`src/rtl/pcl_pkg.sv`:
```
// Constants, register map and types for the loop control interface
package pcl_pkg;
    localparam int unsigned CLK_PERIOD_PS = 5000;
    localparam int unsigned LOCK_TIME_NS = 2000;
    localparam int unsigned LOSS_TIME_NS = 1000;
    localparam int unsigned LOCK_CYCLES = (LOCK_TIME_NS * 1000 + CLK_PERIOD_PS - 1) / CLK_PERIOD_PS;
    localparam int unsigned LOSS_CYCLES = (LOSS_TIME_NS * 1000) / CLK_PERIOD_PS;
    localparam int unsigned STEP_PS = 250;
    localparam int CNT_W = 10;
    localparam logic [7:0] ADDR_CTRL = 8'h00;
    localparam logic [7:0] ADDR_DIV = 8'h04;
    localparam logic [7:0] ADDR_SHIFT = 8'h08;
    localparam logic [7:0] ADDR_STATUS = 8'h0c;
    localparam logic [7:0] ADDR_INFO = 8'h10;
    localparam logic [7:0] ADDR_IRQ_STATUS = 8'h14;
    localparam logic [7:0] ADDR_IRQ_MASK = 8'h18;
    localparam int CTRL_W = 12;
    localparam int B_RUN = 0;
    localparam int B_INRANGE = 1;
    localparam int B_ORANGE_LO = 2;
    localparam int B_INTREF = 5;
    localparam int B_FBSRC = 6;
    localparam int B_ROUTED = 7;
    localparam int B_GSRC = 8;
    localparam int B_GROOT = 9;
    localparam int B_PAIRREF = 10;
    localparam int B_FAST = 11;
    localparam logic [CTRL_W-1:0] CTRL_RESET = 12'h000;
    localparam int DIV_OUT_LO = 8;
    localparam logic [13:0] DIV_RESET = 14'h0000;
    localparam logic [4:0] SHIFT_RESET = 5'h00;
    localparam int SHIFT_SIGN = 4;
    localparam int INFO_OUT_LO = 8;
    localparam int INFO_PS_LO = 16;
    localparam int IRQ_W = 2;
    localparam int IRQ_GAINED = 0;
    localparam int IRQ_LOST = 1;
    localparam logic [1:0] RESP_OKAY = 2'b00;
    localparam logic [1:0] RESP_SLVERR = 2'b10;
    localparam logic [2:0] BAND_400_1000 = 3'h0;
    localparam logic [2:0] BAND_200_400 = 3'h1;
    localparam logic [2:0] BAND_100_200 = 3'h2;
    localparam logic [2:0] BAND_50_100 = 3'h3;
    localparam logic [2:0] BAND_20_50 = 3'h4;
    localparam logic [5:0] SECOND_RATIO = 6'h00;
    typedef enum logic [2:0] {
        PCL_OFF = 3'b001,
        PCL_ACQ = 3'b010,
        PCL_LOCKED = 3'b100
    } pcl_lock_e;
endpackage

```
`src/rtl/pcl_top.sv`:
```
// Loop control interface: settings registers, lock tracking and clock routing
//
// Function
// Run control low holds the loop powered down and high lets it run.
// The six-bit feedback setting gives a multiplication factor equal to the field plus one.
// The six-bit output setting gives a division ratio equal to the field plus one.
// Input range select chooses 50-200 MHz when low and 14-50 MHz when high.
// Output range decodes xx0, 001, 011, 101 and 111 into five frequency bands.
// The five-bit shift setting is sign and magnitude, 250 ps a step, up to 15 steps.
// Lock status goes high when the loop has locked.
// User logic treats lock and both clocks as undefined when the reference is out of range.
// Each global network has its own loop at its root.
// Each clock pin pair drives either its global network or the loop reference.
// The loop reference may come from a user signal instead of a pin.
// The routed output carries either the first or the second loop clock.
// The loop output drives either the regular or the fast global network.
// Selectors pick the feedback, reference and routed sources and the global root.
// Feedback closes the loop and both clock outputs deliver the loop clocks.
// Lock status stays low while the loop is powered down.
//
// The placing of the registers and register access over AXI4-Lite were chosen for this implementation.
`timescale 1ns/1ps
module pcl_top
    import pcl_pkg::*;
(
    // Clock and reset
    input wire logic aclk,
    input wire logic aresetn,
    // AXI4-Lite write
    input wire logic [7:0] s_axi_awaddr,
    input wire logic s_axi_awvalid,
    output logic s_axi_awready,
    input wire logic [31:0] s_axi_wdata,
    input wire logic [3:0] s_axi_wstrb,
    input wire logic s_axi_wvalid,
    output logic s_axi_wready,
    output logic [1:0] s_axi_bresp,
    output logic s_axi_bvalid,
    input wire logic s_axi_bready,
    // AXI4-Lite read
    input wire logic [7:0] s_axi_araddr,
    input wire logic s_axi_arvalid,
    output logic s_axi_arready,
    output logic [31:0] s_axi_rdata,
    output logic [1:0] s_axi_rresp,
    output logic s_axi_rvalid,
    input wire logic s_axi_rready,
    // Clock sources
    input wire logic reference_clock_in,
    input wire logic feedback_clock_in,
    input wire logic clock_pin_pair_positive,
    input wire logic clock_pin_pair_negative,
    input wire logic user_reference_in,
    // Loop outputs
    output logic lock_status,
    output logic first_synth_clock,
    output logic second_synth_clock,
    output logic routed_clock_out,
    output logic regular_global_clock,
    output logic fast_global_clock,
    output logic irq
);
    logic [CTRL_W-1:0] ctrl_q;
    logic [13:0] div_q;
    logic [4:0] shift_q;
    logic [IRQ_W-1:0] irq_stat_q;
    logic [IRQ_W-1:0] irq_mask_q;
    logic [7:0] awaddr_q;
    logic [31:0] wdata_q;
    logic [3:0] wstrb_q;
    logic aw_got_q;
    logic w_got_q;
    logic wr_fire;
    logic wr_ok;
    logic relock;
    logic run;
    pcl_lock_e state_q;
    pcl_lock_e state_d;
    logic [CNT_W-1:0] lock_cnt_q;
    logic [CNT_W-1:0] ref_idle_q;
    logic [CNT_W-1:0] fb_idle_q;
    logic ref_prev_q;
    logic fb_prev_q;
    logic ref_sel;
    logic fb_sel;
    logic pair_level;
    logic first_clk;
    logic second_clk;
    logic gained;
    logic lost;
    logic [2:0] band_q;
    logic [6:0] fb_factor_q;
    logic [6:0] out_ratio_q;
    logic signed [15:0] shift_ps_q;
    logic [31:0] rd_d;
    logic rd_ok;

    assign run = ctrl_q[B_RUN];
    assign wr_fire = aw_got_q && w_got_q && !s_axi_bvalid;

    // AXI write channels taken in either order
    always_ff @(posedge aclk) begin
        if (!aresetn) begin
            aw_got_q <= 1'b0;
            w_got_q <= 1'b0;
            awaddr_q <= 8'h00;
            wdata_q <= 32'h0000_0000;
            wstrb_q <= 4'h0;
        end else begin
            if (s_axi_awvalid && s_axi_awready) begin
                aw_got_q <= 1'b1;
                awaddr_q <= s_axi_awaddr;
            end else if (wr_fire) begin
                aw_got_q <= 1'b0;
            end
            if (s_axi_wvalid && s_axi_wready) begin
                w_got_q <= 1'b1;
                wdata_q <= s_axi_wdata;
                wstrb_q <= s_axi_wstrb;
            end else if (wr_fire) begin
                w_got_q <= 1'b0;
            end
        end
    end

    always_ff @(posedge aclk) begin
        if (!aresetn) begin
            s_axi_awready <= 1'b0;
            s_axi_wready <= 1'b0;
            s_axi_bvalid <= 1'b0;
            s_axi_bresp <= RESP_OKAY;
        end else begin
            s_axi_awready <= !aw_got_q && !(s_axi_awvalid && s_axi_awready) && !s_axi_bvalid;
            s_axi_wready <= !w_got_q && !(s_axi_wvalid && s_axi_wready) && !s_axi_bvalid;
            if (wr_fire) begin
                s_axi_bvalid <= 1'b1;
                s_axi_bresp <= wr_ok ? RESP_OKAY : RESP_SLVERR;
            end else if (s_axi_bready) begin
                s_axi_bvalid <= 1'b0;
            end
        end
    end

    always_comb begin
        if (awaddr_q == ADDR_CTRL || awaddr_q == ADDR_DIV || awaddr_q == ADDR_SHIFT) begin
            wr_ok = 1'b1;
        end else if (awaddr_q == ADDR_STATUS || awaddr_q == ADDR_INFO) begin
            wr_ok = 1'b1;
        end else if (awaddr_q == ADDR_IRQ_STATUS || awaddr_q == ADDR_IRQ_MASK) begin
            wr_ok = 1'b1;
        end else begin
            wr_ok = 1'b0;
        end
    end

    // Settings registers; a write to ctrl or divider restarts acquisition
    always_ff @(posedge aclk) begin
        if (!aresetn) begin
            ctrl_q <= CTRL_RESET;
            div_q <= DIV_RESET;
            shift_q <= SHIFT_RESET;
            irq_mask_q <= '0;
        end else if (wr_fire) begin
            if (awaddr_q == ADDR_CTRL) begin
                if (wstrb_q[0]) ctrl_q[7:0] <= wdata_q[7:0];
                if (wstrb_q[1]) ctrl_q[CTRL_W-1:8] <= wdata_q[CTRL_W-1:8];
            end else if (awaddr_q == ADDR_DIV) begin
                if (wstrb_q[0]) div_q[5:0] <= wdata_q[5:0];
                if (wstrb_q[1]) div_q[13:8] <= wdata_q[13:8];
            end else if (awaddr_q == ADDR_SHIFT) begin
                if (wstrb_q[0]) shift_q <= wdata_q[4:0];
            end else if (awaddr_q == ADDR_IRQ_MASK) begin
                if (wstrb_q[0]) irq_mask_q <= wdata_q[IRQ_W-1:0];
            end
        end
    end

    assign relock = wr_fire && (awaddr_q == ADDR_CTRL || awaddr_q == ADDR_DIV);

    // Reference and feedback source selection
    assign pair_level = clock_pin_pair_positive && !clock_pin_pair_negative;
    always_comb begin
        if (ctrl_q[B_INTREF]) begin
            ref_sel = user_reference_in;
        end else if (ctrl_q[B_PAIRREF]) begin
            ref_sel = pair_level;
        end else begin
            ref_sel = reference_clock_in;
        end
        fb_sel = ctrl_q[B_FBSRC] ? first_clk : feedback_clock_in;
    end

    // Activity watch on reference and feedback
    always_ff @(posedge aclk) begin
        if (!aresetn) begin
            ref_prev_q <= 1'b0;
            fb_prev_q <= 1'b0;
            ref_idle_q <= '0;
            fb_idle_q <= '0;
        end else begin
            ref_prev_q <= ref_sel;
            fb_prev_q <= fb_sel;
            if (ref_sel && !ref_prev_q) begin
                ref_idle_q <= '0;
            end else if (ref_idle_q <= CNT_W'(LOSS_CYCLES)) begin
                ref_idle_q <= ref_idle_q + 1'b1;
            end
            if (fb_sel && !fb_prev_q) begin
                fb_idle_q <= '0;
            end else if (fb_idle_q <= CNT_W'(LOSS_CYCLES)) begin
                fb_idle_q <= fb_idle_q + 1'b1;
            end
        end
    end

    // Lock tracking
    always_comb begin
        state_d = state_q;
        case (state_q)
            PCL_OFF: begin
                if (run) state_d = PCL_ACQ;
            end
            PCL_ACQ: begin
                if (lock_cnt_q >= CNT_W'(LOCK_CYCLES - 1) && !relock) state_d = PCL_LOCKED;
            end
            PCL_LOCKED: begin
                if (relock || ref_idle_q > CNT_W'(LOSS_CYCLES) ||
                    fb_idle_q > CNT_W'(LOSS_CYCLES)) state_d = PCL_ACQ;
            end
            default: state_d = PCL_OFF;
        endcase
        if (!run) state_d = PCL_OFF;
    end

    always_ff @(posedge aclk) begin
        if (!aresetn) begin
            state_q <= PCL_OFF;
            lock_cnt_q <= '0;
            lock_status <= 1'b0;
        end else begin
            state_q <= state_d;
            lock_status <= (state_d == PCL_LOCKED);
            if (state_q != PCL_ACQ || relock || ref_idle_q > CNT_W'(LOSS_CYCLES) ||
                fb_idle_q > CNT_W'(LOSS_CYCLES)) begin
                lock_cnt_q <= '0;
            end else begin
                lock_cnt_q <= lock_cnt_q + 1'b1;
            end
        end
    end

    assign gained = (state_d == PCL_LOCKED) && !lock_status;
    assign lost = (state_d != PCL_LOCKED) && lock_status;

    // Loop clocks, powered down with run
    pcl_divider u_first (
        .aclk(aclk),
        .aresetn(aresetn),
        .run(run),
        .ratio(div_q[DIV_OUT_LO+5:DIV_OUT_LO]),
        .clk_q(first_clk)
    );
    pcl_divider u_second (
        .aclk(aclk),
        .aresetn(aresetn),
        .run(run),
        .ratio(SECOND_RATIO),
        .clk_q(second_clk)
    );

    // Clock routing onto outputs
    always_ff @(posedge aclk) begin
        if (!aresetn) begin
            first_synth_clock <= 1'b0;
            second_synth_clock <= 1'b0;
            routed_clock_out <= 1'b0;
            regular_global_clock <= 1'b0;
            fast_global_clock <= 1'b0;
        end else begin
            first_synth_clock <= first_clk;
            second_synth_clock <= second_clk;
            routed_clock_out <= ctrl_q[B_ROUTED] ? second_clk : first_clk;
            if (ctrl_q[B_GROOT]) begin
                regular_global_clock <= !ctrl_q[B_FAST] &&
                    (ctrl_q[B_GSRC] ? second_clk : first_clk);
                fast_global_clock <= ctrl_q[B_FAST] &&
                    (ctrl_q[B_GSRC] ? second_clk : first_clk);
            end else begin
                regular_global_clock <= !ctrl_q[B_FAST] && !ctrl_q[B_PAIRREF] && pair_level;
                fast_global_clock <= ctrl_q[B_FAST] && !ctrl_q[B_PAIRREF] && pair_level;
            end
        end
    end

    // Decoded settings for readback
    always_ff @(posedge aclk) begin
        if (!aresetn) begin
            band_q <= BAND_400_1000;
            fb_factor_q <= 7'h01;
            out_ratio_q <= 7'h01;
            shift_ps_q <= 16'sh0000;
        end else begin
            if (!ctrl_q[B_ORANGE_LO]) begin
                band_q <= BAND_400_1000;
            end else if (ctrl_q[B_ORANGE_LO+2:B_ORANGE_LO+1] == 2'h0) begin
                band_q <= BAND_200_400;
            end else if (ctrl_q[B_ORANGE_LO+2:B_ORANGE_LO+1] == 2'h1) begin
                band_q <= BAND_100_200;
            end else if (ctrl_q[B_ORANGE_LO+2:B_ORANGE_LO+1] == 2'h2) begin
                band_q <= BAND_50_100;
            end else begin
                band_q <= BAND_20_50;
            end
            fb_factor_q <= {1'b0, div_q[5:0]} + 7'h01;
            out_ratio_q <= {1'b0, div_q[DIV_OUT_LO+5:DIV_OUT_LO]} + 7'h01;
            shift_ps_q <= shift_q[SHIFT_SIGN] ?
                16'(-($signed({12'h000, shift_q[3:0]}) * 16'sd250)) :
                16'($signed({12'h000, shift_q[3:0]}) * 16'sd250);
        end
    end

    // Sticky events, write one to clear, set wins
    always_ff @(posedge aclk) begin
        if (!aresetn) begin
            irq_stat_q <= '0;
            irq <= 1'b0;
        end else begin
            for (int i = 0; i < IRQ_W; i++) begin
                if ((i == IRQ_GAINED && gained) || (i == IRQ_LOST && lost)) begin
                    irq_stat_q[i] <= 1'b1;
                end else if (wr_fire && awaddr_q == ADDR_IRQ_STATUS && wstrb_q[0] &&
                             wdata_q[i]) begin
                    irq_stat_q[i] <= 1'b0;
                end
            end
            irq <= |(irq_stat_q & irq_mask_q);
        end
    end

    // Read path
    always_comb begin
        rd_d = 32'h0000_0000;
        rd_ok = 1'b1;
        if (s_axi_araddr == ADDR_CTRL) begin
            rd_d[CTRL_W-1:0] = ctrl_q;
        end else if (s_axi_araddr == ADDR_DIV) begin
            rd_d[13:0] = div_q;
        end else if (s_axi_araddr == ADDR_SHIFT) begin
            rd_d[4:0] = shift_q;
        end else if (s_axi_araddr == ADDR_STATUS) begin
            rd_d[3:0] = {band_q, lock_status};
            rd_d[4] = ctrl_q[B_INRANGE];
        end else if (s_axi_araddr == ADDR_INFO) begin
            rd_d[6:0] = fb_factor_q;
            rd_d[INFO_OUT_LO+6:INFO_OUT_LO] = out_ratio_q;
            rd_d[INFO_PS_LO+15:INFO_PS_LO] = shift_ps_q;
        end else if (s_axi_araddr == ADDR_IRQ_STATUS) begin
            rd_d[IRQ_W-1:0] = irq_stat_q;
        end else if (s_axi_araddr == ADDR_IRQ_MASK) begin
            rd_d[IRQ_W-1:0] = irq_mask_q;
        end else begin
            rd_ok = 1'b0;
        end
    end

    always_ff @(posedge aclk) begin
        if (!aresetn) begin
            s_axi_arready <= 1'b0;
            s_axi_rvalid <= 1'b0;
            s_axi_rdata <= 32'h0000_0000;
            s_axi_rresp <= RESP_OKAY;
        end else begin
            s_axi_arready <= !s_axi_rvalid && !(s_axi_arvalid && s_axi_arready);
            if (s_axi_arvalid && s_axi_arready) begin
                s_axi_rvalid <= 1'b1;
                s_axi_rdata <= rd_d;
                s_axi_rresp <= rd_ok ? RESP_OKAY : RESP_SLVERR;
            end else if (s_axi_rready) begin
                s_axi_rvalid <= 1'b0;
            end
        end
    end

    chk_lock_off: assert property (@(posedge aclk) disable iff (!aresetn)
        !run |=> !lock_status) else $error("lock high while powered down");
    chk_lock_needs_run: assert property (@(posedge aclk) disable iff (!aresetn)
        $rose(lock_status) |-> $past(run, 1) && $past(state_q, 1) == PCL_ACQ)
        else $error("lock rose without acquisition");
    chk_clock_down: assert property (@(posedge aclk) disable iff (!aresetn)
        !run [*3] |-> !first_synth_clock && !second_synth_clock)
        else $error("clock runs while powered down");
    chk_fb_factor: assert property (@(posedge aclk) disable iff (!aresetn)
        $stable(div_q) |=> fb_factor_q == {1'b0, $past(div_q[5:0])} + 7'h01)
        else $error("feedback factor wrong");
    chk_out_ratio: assert property (@(posedge aclk) disable iff (!aresetn)
        $stable(div_q) |=> out_ratio_q == {1'b0, $past(div_q[13:8])} + 7'h01)
        else $error("output ratio wrong");
    chk_band_even: assert property (@(posedge aclk) disable iff (!aresetn)
        !ctrl_q[B_ORANGE_LO] |=> band_q == BAND_400_1000) else $error("band decode wrong");
    chk_shift_sign: assert property (@(posedge aclk) disable iff (!aresetn)
        shift_q[SHIFT_SIGN] && shift_q[3:0] == 4'hf |=> shift_ps_q == -16'sd3750)
        else $error("shift value wrong");
    chk_routed_src: assert property (@(posedge aclk) disable iff (!aresetn)
        ##1 routed_clock_out == ($past(ctrl_q[B_ROUTED]) ? $past(second_clk) : $past(first_clk)))
        else $error("routed output source wrong");
    chk_global_excl: assert property (@(posedge aclk) disable iff (!aresetn)
        !(regular_global_clock && fast_global_clock)) else $error("both global nets driven");
    chk_bresp_hold: assert property (@(posedge aclk) disable iff (!aresetn)
        s_axi_bvalid && !s_axi_bready |=> s_axi_bvalid) else $error("write response dropped");
endmodule

```
`src/rtl/pcl_divider.sv`:
```
// Clock divider producing a square wave with a half period of ratio plus one cycles
`timescale 1ns/1ps
module pcl_divider
    import pcl_pkg::*;
(
    // Clock and reset
    input wire logic aclk,
    input wire logic aresetn,
    // Control
    input wire logic run,
    input wire logic [5:0] ratio,
    // Divided clock
    output logic clk_q
);
    logic [6:0] cnt_q;
    logic [6:0] half;

    // Half period is ratio plus one cycles
    assign half = {1'b0, ratio};

    always_ff @(posedge aclk) begin
        if (!aresetn || !run) begin
            cnt_q <= 7'h00;
            clk_q <= 1'b0;
        end else if (cnt_q >= half) begin
            cnt_q <= 7'h00;
            clk_q <= !clk_q;
        end else begin
            cnt_q <= cnt_q + 7'h01;
        end
    end
endmodule

```
`config.mk`:
```
export PLATFORM = sky130hd
export DESIGN_NAME = pcl_top
export DESIGN_NICKNAME = d
export VERILOG_FILES = /design/src/rtl/pcl_pkg.sv /design/src/rtl/pcl_top.sv /design/src/rtl/pcl_divider.sv
export SDC_FILE = /design/constraint.sdc
export NUM_CORES = 1
export LEC_CHECK = 0
export ABC_AREA = 1
export ABC_CLOCK_PERIOD_IN_PS = 3000
export BUFFER_PORTS_ARGS = -buffer_cell sky130_fd_sc_hd__buf_2
export CORE_MARGIN = 2
export CORE_UTILIZATION = 25
export DETAILED_ROUTE_END_ITERATION = 10
export GPL_TIMING_DRIVEN = 0
export PLACE_DENSITY = 0.49
export SLEW_MARGIN = 20
export SYNTH_ARGS = -nofsm -noshare
export SYNTH_HDL_FRONTEND = slang
export SYNTH_SLANG_ARGS = --single-unit
```
`constraint.sdc`:
```
create_clock -name aclk -period 3 [get_ports aclk]
set_clock_uncertainty 0.15 [all_clocks]
set_input_delay 0.45 -clock aclk [delete_from_list [all_inputs] [get_ports aclk]]
set_output_delay 0.45 -clock aclk [all_outputs]
set_load 0.03 [all_outputs]
```
==> qor.yml, run 1 <==
dieArea_sq_mm: 0.0340
yosysMostFrequentCell: "dfxtp_1"
endpoint_kind: "register"
synth_area_leader_cell: "dfxtp_1"
multi_input_area_sq_mm: 0.00389
synthTopCellsByArea: "dfxtp_1 (44%), nand2_1 (7.6%), inv_1 (6.7%)"
max_slew_margin: 0.462
fp.dieW_um: 184
synth_edf_count: 0
clk_latency_ns: 0.44
grt.total_usage: 0.133
violations: "setup timing"
crit_path_frequent_cell: "nand2_2"
num_rows: 66
core_sq_mm: 0.0323
fin_util: 0.307
io_buffers: 86
drive_gt1_frac: 0.199
path_class: "register to register"
syn2layout_area_growth_pct: 21.9
synth_top_area_frac: 0.441
numCtsBuffers: 17
fillers: 3505
reg2regPathDepth: 16
start_kind: "register"
yosysWarnings: 0
status: "finished, violations left"
grt_max_degree: 20
peakVddDrop_mv: 0.354
hold_path_class: "input pin to register"
crit_required_ns: 3.18
worstPathCellList: "fa_2 -> inv_2 -> fa_1 -> inv_2 -> ha_4 -> nand2_2 -> nand2_2 -> inv_2 -> nand2_2 -> nand2_2 -> nand2_4 -> nand3_2 -> nor2_2 -> nand3_1 -> o21ai_2 -> inv_1"
drv_cap: 0
worst_pin_slew_ns: 0.807
cts_buffer_depth: 2
hold_ws_ns: 0.0977
ant_nets: 0
hold_end: "s_axi_rvalid"
start_util: 0.252
path_clk_slew_ns: 0.08
dp.cells: 1583
seqCellArea_sq_mm: 0.00359
layout_setup_ws_ns: -0.00996
r2r_slack_ns: -0.01
fin_crit_sh: 1.00
gp_congestion: 0.833
setup_violations: 4
hold_start: "s_axi_rready"
synth-main-ff-cell: "dfxtp_1"
ys_seq_area_frac: 0.441
dp_slack_ns: -0.346
synthArstFlopShare: 0
pwr_density_cell_mw_per_mm2: 500
max_stage_delay_ns: 0.62
cts_sinks: 179
fin_crit_ns: 3.01
r2r_start: "shift_q[2]"
routed_via_density: 4.23
slew_viol_final: 0
dr.pass1.iters: 5
h-tree-depth: 4
rsz0062_at_grt: "true"
syn_avg_cell_area_sq_um: 7.73
routed_wl_um: 21700
fin_setup_tns_ns: -0.0261
finalHoldViolations: 0
instances_no_fill: 1627
antennaDiodeCount: 0
antenna_found_initial: 0
wl_per_cell_um: 13.4
crit_buf_inv: 4
crit_family: "adder cells"
cp.depth: 16
arrival_ns: 3.19
worstPathMaxFanout: 4
fmax_mhz: 332
grt_pass1_wl_um: 34600
p_leak_uw: 0.00422
dp_hpwl_um: 16600
rr_endpoint: "shift_ps_q[12]"
cts_tree: "yes"
die_h_um: 184
drt_iter0_drc: 349
ys_types: 52
root_buffer: "clkbuf_16"
drcViolationCount: 0
io_pins: 112
cpMaxStageDelayCell: "fa_2"
hold_path_depth: 4
synth_seq_cells: 179
via_count: 6882
syn_area_sq_mm: 0.00813
grt_pass1_vias: 6619
grt-ovfl-total: 0
final_nets: 1276
synth_common_cells: "dfxtp_1 (179), nand2_1 (164), inv_1 (146), nor2_1 (112), o21ai_0 (84)"
syn_inst: 1052
worst register-to-register path, cell delays in order, from the launching register on:
cell and delay [ns]:
dfxtp_4 0.36, fa_2 0.62, inv_2 0.05, fa_1 0.51, inv_2 0.05, ha_4 0.30, nand2_2 0.06, nand2_2 0.07
inv_2 0.04, nand2_2 0.07, nand2_2 0.06, nand2_4 0.08, nand3_2 0.08, nor2_2 0.11, nand3_1 0.10, o21ai_2 0.16
inv_1 0.05
power breakdown:
part	total [uW]	internal [uW]	switching [uW]
registers	2440	2410	31.3
logic	296	91.9	204
clock network	2220	1120	1100
cell families (layout without fill, tap and decap cells):
family / count (synthesis) / count (layout) / synth area share
buffers and inverters: 190 / 320 / 0.0937
AOI/OAI and AO/OA: 222 / 222 / 0.149
other: 1 / 4 / 0.000461
adders and majority gates: 40 / 40 / 0.0680
and+or+nand+nor: 412 / 412 / 0.240
DFF: 179 / 179 / 0.441
xor gates and xnor gates: 8 / 8 / 0.00862
timing repair:
action / in CTS / in global routing
gates cloned: 0 / 0
pin swaps: 9 / 14
setup endpoints to repair: 9 / 8
resized for setup: 13 / 24
buffers inserted: 8 / 4
hold buffers: 0 / 0
layout make-up:
cell class                      count  area share
Buffer                             31      0.0167
Clock buffer                       17      0.0429
Tap cell                          442      0.0558
Inverter                          159      0.0602
Sequential cell                   179       0.363
Timing Repair Buffer               98      0.0525
Multi-Input combinational cell    686       0.393
Clock inverter                     15      0.0162
per-layer routing:
| layer | track usage | share of wire | wire, um | up-vias |
|---|---|---|---|---|
| met5 | 0 | 0 | 0 | - |
| met4 | 0.0371 | 0.015 | 319 | 0 |
| met3 | 0.0277 | 0.031 | 672 | 18 |
| met2 | 0.218 | 0.46 | 10100 | 103 |
| met1 | 0.176 | 0.49 | 10600 | 3097 |
| li1 | - | - | - | 3664 |
per-stage QoR:
| stage | total power (uW) | area (sq um) |
|---|---|---|
| 6_report | 4960 | 9910 |
| 5_1_grt | 5170 | 9910 |
| 4_1_cts | 5010 | 9810 |
| 3_5_place_dp | 2800 | 9120 |
| 3_3_place_gp | 2800 | 9120 |
| 2_1_floorplan | 2690 | 8140 |
worst max-delay path by stage:
stage	startpoint	endpoint	slack, ns
global placement	shift_q[1]	shift_ps_q[13]	-0.34
global route	shift_q[2]	shift_ps_q[13]	-0.20
CTS	shift_q[3]	shift_ps_q[13]	-0.01
detailed placement	shift_q[2]	shift_ps_q[13]	-0.35
finish	shift_q[2]	shift_ps_q[12]	-0.01
floorplan	shift_q[1]	shift_ps_q[12]	0.02
sequential cells by signal, indices dropped and copies added (netlist names), 3 cells and up:
signal         cells
s_axi_rdata       30
shift_ps_q        15
wdata_q           14
ctrl_q            12
div_q             12
fb_idle_q         10
lock_cnt_q        10
ref_idle_q        10
awaddr_q           8
fb_factor_q        7
out_ratio_q        7
u_first.cnt_q      7
shift_q            5
band_q             3
state_q            3
placed cells by master (no fill, tap or decap), types with 6 or more instances in the layout:
master and count:
dfxtp_1 176, nand2_1 153, inv_1 140, nor2_1 111
buf_2 95, o21ai_0 84, a21oi_1 79, nand3_1 38
ha_1 31, nor3_1 26, o21ai_1 25, buf_4 20
inv_2 19, clkbuf_16 17, nand2_2 15, nand4_1 12
clkbuf_1 11, nor2_2 9, xor2_1 7, nor2_4 7
nor3_2 6, nor4_1 6
Note: power is estimated with default switching activity, not from simulation.
==> run 2: changes to the inputs <==
--- a/config.mk
+++ b/config.mk
@@ -6,13 +6,14 @@
 export NUM_CORES = 1
 export LEC_CHECK = 0
 export ABC_AREA = 1
-export ABC_CLOCK_PERIOD_IN_PS = 3000
+export ABC_CLOCK_PERIOD_IN_PS = 3250
 export BUFFER_PORTS_ARGS = -buffer_cell sky130_fd_sc_hd__buf_2
 export CORE_MARGIN = 2
 export CORE_UTILIZATION = 25
 export DETAILED_ROUTE_END_ITERATION = 10
 export GPL_TIMING_DRIVEN = 0
-export PLACE_DENSITY = 0.49
+export MAX_ROUTING_LAYER = met4
+export PLACE_DENSITY = 0.47
 export SLEW_MARGIN = 20
 export SYNTH_ARGS = -nofsm -noshare
 export SYNTH_HDL_FRONTEND = slang
==> constraint.sdc (replaced) <==
create_clock -name aclk -period 3.25 [get_ports aclk]
set_clock_uncertainty 0.15 [all_clocks]
set_input_delay 0.4875 -clock aclk [delete_from_list [all_inputs] [get_ports aclk]]
set_output_delay 0.4875 -clock aclk [all_outputs]
set_load 0.03 [all_outputs]
==> run 2 against run 1 <==
Compared with the run above: the run now ends clean; wire length rose by 0.93%; utilization decreased by 0.16 points; sequential power is 7% lower; power fell by 4.9%; combinational power decreased by 7.4%; design area fell by 0.53%; clock power about the same; count of clock-buffer cells in the layout up 1; cell count shrank 0.31%; via count rose by 0.29%; highest routed layer unchanged.
==> qor.yml, run 2 (synthesized netlist as in run 1, its figures left out) <==
dieArea_sq_mm: 0.0340
layout_commonest_cell: "dfxtp_1"
fin_crit_sh: 0.948
hold_path_class: "input pin to register"
start_util: 0.252
cts_tree: "yes"
grt_pass1_vias: 6702
p_comb_frac: 0.058
start_kind: "register"
antenna_found_initial: 1
drt_iter0_drc: 252
netSwitchingFraction: 0.256
fin_crit_ns: 3.08
largestRegisters: "s_axi_rdata (30), shift_ps_q (15), wdata_q (14)"
endpoint_kind: "register"
multi_input_area_sq_mm: 0.00384
grt_pass1_wl_um: 35200
via_count: 6902
dr.pass1.iters: 4
p_leak_uw: 0.00419
num_rows: 66
p_clk_frac: 0.464
peakVddDrop_mv: 0.370
gp_congestion: 0.795
slew_viol_final: 0
worst_pin_slew_ns: 0.855
stdcell_area_sq_mm: 0.00986
arrival_ns: 3.26
max_stage_delay_ns: 0.61
fillers: 3503
drive_gt1_frac: 0.179
switching_power_uw: 1210
grt_max_degree: 19
pwr-share-seq: 0.478
cp.depth: 16
status: "finished, final reports clean"
syn2layout_area_growth_pct: 21.3
max_slew_margin: 0.430
cts_buffer_depth: 2
fin_setup_tns_ns: 0
fp.dieW_um: 184
routed_wl_um: 21900
setup_violations: 0
finalHoldViolations: 0
cpMaxStageDelayCell: "fa_2"
ant_nets: 0
io_buffers: 86
crit_path_frequent_cell: "nand2_1"
dp_hpwl_um: 16900
routed_via_density: 4.26
root_buffer: "clkbuf_16"
reg2regPathDepth: 16
power.internal_uw: 3510
h-tree-depth: 4
crit_family: "adder cells"
drv_cap: 0
wl_per_cell_um: 13.5
hold_path_depth: 4
grt-ovfl-total: 0
largest_reg_flops: 30
cts_sinks: 179
numCtsBuffers: 17
crit_buf_inv: 4
worstPathMaxFanout: 4
largest-register: "s_axi_rdata"
postPlaceCellArea_sq_mm: 0.00912
path_clk_slew_ns: 0.08
worstPathCellList: "fa_2 -> inv_1 -> fa_1 -> inv_2 -> ha_4 -> nand2_1 -> inv_1 -> nand2_1 -> nand2_1 -> nand2_1 -> nand2_2 -> nand3_4 -> nor2_4 -> nand3_2 -> o21ai_2 -> inv_1"
drcViolationCount: 0
grt.total_usage: 0.138
hold_buffers: 0
fmax_mhz: 325
final_cell_mix: "dfxtp_1 (176), nand2_1 (162), inv_1 (145)"
seqCellArea_sq_mm: 0.00359
path_class: "register to register"
io_pins: 112
final_nets: 1270
core_sq_mm: 0.0323
die_h_um: 184
clk_latency_ns: 0.44
crit_required_ns: 3.43
pwr_density_cell_mw_per_mm2: 478
run 2: cell types whose count changed in the layout (fill, tap and decap cells not counted), sizes merged:
cell      change
bufinv        +2
clkinv        -3
diode         +1
buf           -6
clkbuf        +1
inv           -1
clkinvlp      +1
run 2: cell type report:
cell class / count / share of cell area
clock buffers: 18 / 0.0446
inverters: 159 / 0.0605
flip-flops and latches: 179 / 0.365
repair buffers: 92 / 0.0482
diodes: 1 / 0.000254
multi-input cells: 686 / 0.390
well taps: 442 / 0.0561
plain buffers: 31 / 0.0168
clock inverters: 14 / 0.0189
run 2: path summary, 6_finish.rpt:
kind	from	end	slack [ns]
setup / recovery	shift_q[3]	shift_ps_q[14]	0.17
hold / removal	s_axi_rready	s_axi_rvalid	0.14
setup reg to reg	shift_q[3]	shift_ps_q[14]	0.17
hold reg to reg	div_q[0]	fb_factor_q[0]	0.27
run 2: timing repair:
action                                  CTS  global route
gates resized for setup                   5            12
endpoints found under the setup margin    6             7
pin swaps                                 0             9
setup buffers                             0             6
cloned                                    0             0
run 2: through the flow:
stage	utilization	hold WS, ns	cells	setup WS [ns]	total power, uW
after global routing	0.305	0.152	1622	-0.00829	4900
after CTS	0.302	0.123	1615	0.0334	4780
after floorplan	-	0.235	1055	0.266	2480
after global placement	0.283	0.256	1583	-0.100	2590
final	0.305	0.138	1622	0.169	4720
after detailed placement	0.283	0.254	1583	-0.105	2590
run 2: layer usage:
layer,part of all wire,up-vias,routed length (um),global-route usage
li1,-,3650,-,-
met1,0.50,3143,11000,0.180
met2,0.46,92,10100,0.223
met3,0.026,17,573,0.0192
met4,0.014,0,298,0.0416
met5,0,-,0,-
run 2: tightest hold or removal path, cell delays in order:
cell     delay [ns]
buf_2          0.07
inv_1          0.03
nand2_1        0.05
a21oi_1        0.05
run 2: power by group through the flow:
stage	Sequential, uW	Combinational [uW]	Clock [uW]
2_1_floorplan	2310	164	0
3_3_place_gp	2310	278	0
3_5_place_dp	2310	279	0
4_1_cts	2260	280	2240
5_1_grt	2260	314	2330
6_report	2260	274	2190
==> run 3: changes to the inputs <==
--- a/config.mk
+++ b/config.mk
@@ -8,8 +8,9 @@
 export ABC_AREA = 1
 export ABC_CLOCK_PERIOD_IN_PS = 3250
 export BUFFER_PORTS_ARGS = -buffer_cell sky130_fd_sc_hd__buf_2
-export CORE_MARGIN = 2
+export CORE_MARGIN = 5
 export CORE_UTILIZATION = 25
+export CTS_CLUSTER_SIZE = 30
 export DETAILED_ROUTE_END_ITERATION = 10
 export GPL_TIMING_DRIVEN = 0
 export MAX_ROUTING_LAYER = met4
==> run 3 against run 2 <==
Compared with the run above: count of clock-buffer cells in the layout shrank 1; utilization fell by 0.12 points; die area up 6.6%; highest routed layer unchanged.
==> qor.yml, run 3 (synthesized netlist as in run 1, its figures left out) <==
status: "finished, final reports clean"
final_nets: 1269
fin_setup_tns_ns: 0
dp_hpwl_um: 17100
start_kind: "register"
root_buffer: "clkbuf_16"
fp.dieW_um: 190
stdcell_area_sq_mm: 0.00982
io_buffers: 86
slew_viol_final: 0
via_count: 6904
drcViolationCount: 0
worst_pin_slew_ns: 0.799
antennaDiodeCount: 0
r2r_start: "shift_q[3]"
grt_pass1_vias: 6646
antenna_found_initial: 0
reg2regPathDepth: 13
cts_sinks: 179
pwr_density_cell_mw_per_mm2: 466
max_slew_margin: 0.468
clk_latency_ns: 0.44
path_clk_slew_ns: 0.08
wl_per_cell_um: 13.6
crit_start: "shift_q[3]"
endpoint_kind: "register"
worstPathCellList: "fa_2 -> inv_1 -> fa_1 -> inv_1 -> ha_4 -> buf_4 -> xnor2_1 -> nor2_2 -> nand3_2 -> nor2_1 -> nand2_1 -> o21ai_2 -> inv_1"
multi_input_area_sq_mm: 0.00385
cpMaxStageDelayCell: "fa_2"
seqCellArea_sq_mm: 0.00359
start_util: 0.252
io_pins: 112
drv_cap: 0
hold_buffers: 0
grt_max_degree: 20
setup_violations: 0
finalHoldViolations: 0
fmax_mhz: 321
crit_path_frequent_cell: "inv_1"
arrival_ns: 3.30
num_rows: 66
die_h_um: 190
r2r_slack_ns: 0.13
max_stage_delay_ns: 0.59
routed_via_density: 4.26
fillers: 3505
crit_required_ns: 3.43
worstPathMaxFanout: 4
numCtsBuffers: 17
dr.pass1.iters: 5
postPlaceCellArea_sq_mm: 0.00912
syn2layout_area_growth_pct: 20.8
grt-ovfl-total: 0
ant_nets: 0
drt_iter0_drc: 306
grt_pass1_wl_um: 35300
cp-endpoint: "shift_ps_q[15]"
p_leak_uw: 0.00417
gp_congestion: 0.771
largestRegisters: "s_axi_rdata (30), shift_ps_q (15), wdata_q (14)"
final_cell_mix: "dfxtp_1 (176), nand2_1 (160), inv_1 (144)"
hold_ws_ns: 0.136
hold_path_class: "input pin to register"
fin_crit_ns: 3.12
fin_crit_sh: 0.959
path_class: "register to register"
rr_endpoint: "shift_ps_q[15]"
drive_gt1_frac: 0.180
largest-register: "s_axi_rdata"
core_sq_mm: 0.0323
largest_reg_flops: 30
grt.total_usage: 0.127
cts_tree: "yes"
h-tree-depth: 4
cts_buffer_depth: 2
dieArea_sq_mm: 0.0362
routed_wl_um: 22100
peakVddDrop_mv: 0.317
layout_commonest_cell: "dfxtp_1"
==> run 3: cell types whose count changed in the layout (fill, tap and decap cells not counted), moves of 2 or more <==
cell	before	now
bufinv_16	2	0
clkinv_8	2	4
nand2_1	162	160
nand2_2	7	9
==> run 3: routing by layer <==
metal | vias up | global-route usage | share of wire
met5 | - | - | 0
met4 | 0 | 0.0423 | 0.020
met3 | 26 | 0.0205 | 0.025
met2 | 111 | 0.199 | 0.46
met1 | 3116 | 0.169 | 0.50
li1 | 3651 | - | -
==> run 3: timing repair <==
action / 4_1_cts / 5_1_grt
resized for setup: 5 / 15
buffers inserted: 0 / 5
pin swaps: 0 / 7
setup endpoints to repair: 6 / 7
gates cloned: 0 / 0
==> run 3: final cells by class <==
cell class,count,share of cell area
multi-input cells,686,0.392
flip-flops and latches,179,0.366
inverters,159,0.0608
well taps,442,0.0563
repair buffers,91,0.0477
clock buffers,17,0.0433
plain buffers,31,0.0168
clock inverters,15,0.0166
==> run 3: worst min-delay path by stage <==
stage	from	to	slack, ns	cells past startpoint
final	s_axi_rready	s_axi_rvalid	0.14	4
after global routing	s_axi_rready	s_axi_rvalid	0.13	4
after CTS	s_axi_rready	s_axi_rvalid	0.12	4
after detailed placement	div_q[0]	fb_factor_q[0]	0.26	1
after global placement	div_q[0]	fb_factor_q[0]	0.25	1
after floorplan	div_q[0]	fb_factor_q[0]	0.24	1
==> run 3: power breakdown <==
group	leakage (uW)	switching (uW)	internal (uW)	total, uW
Combinational	0.00243	191	84.6	276
Sequential	0.00145	28.8	2230	2260
Clock	0.000288	1010	1030	2040
Total	0.00417	1230	3340	4570
==> run 3: stage by stage <==
step                cells  utilization  total power [uW]  setup slack (ns)
floorplan            1055            -              2480             0.266
global placement     1583        0.283              2590            -0.126
detailed placement   1583        0.283              2590            -0.125
CTS                  1615        0.301              4640            0.0240
global route         1620        0.304              4770          -0.00848
finish               1620        0.304              4570             0.132
==> run 3: worst max-delay path: cells and delay by family, from the launching register on <==
family,cells,cell delay (ns)
fa+ha+maj,3,1.32
simple gates,4,0.49
flops,1,0.36
buf+inv,4,0.31
compound gates,1,0.20
xor+xnor,1,0.18
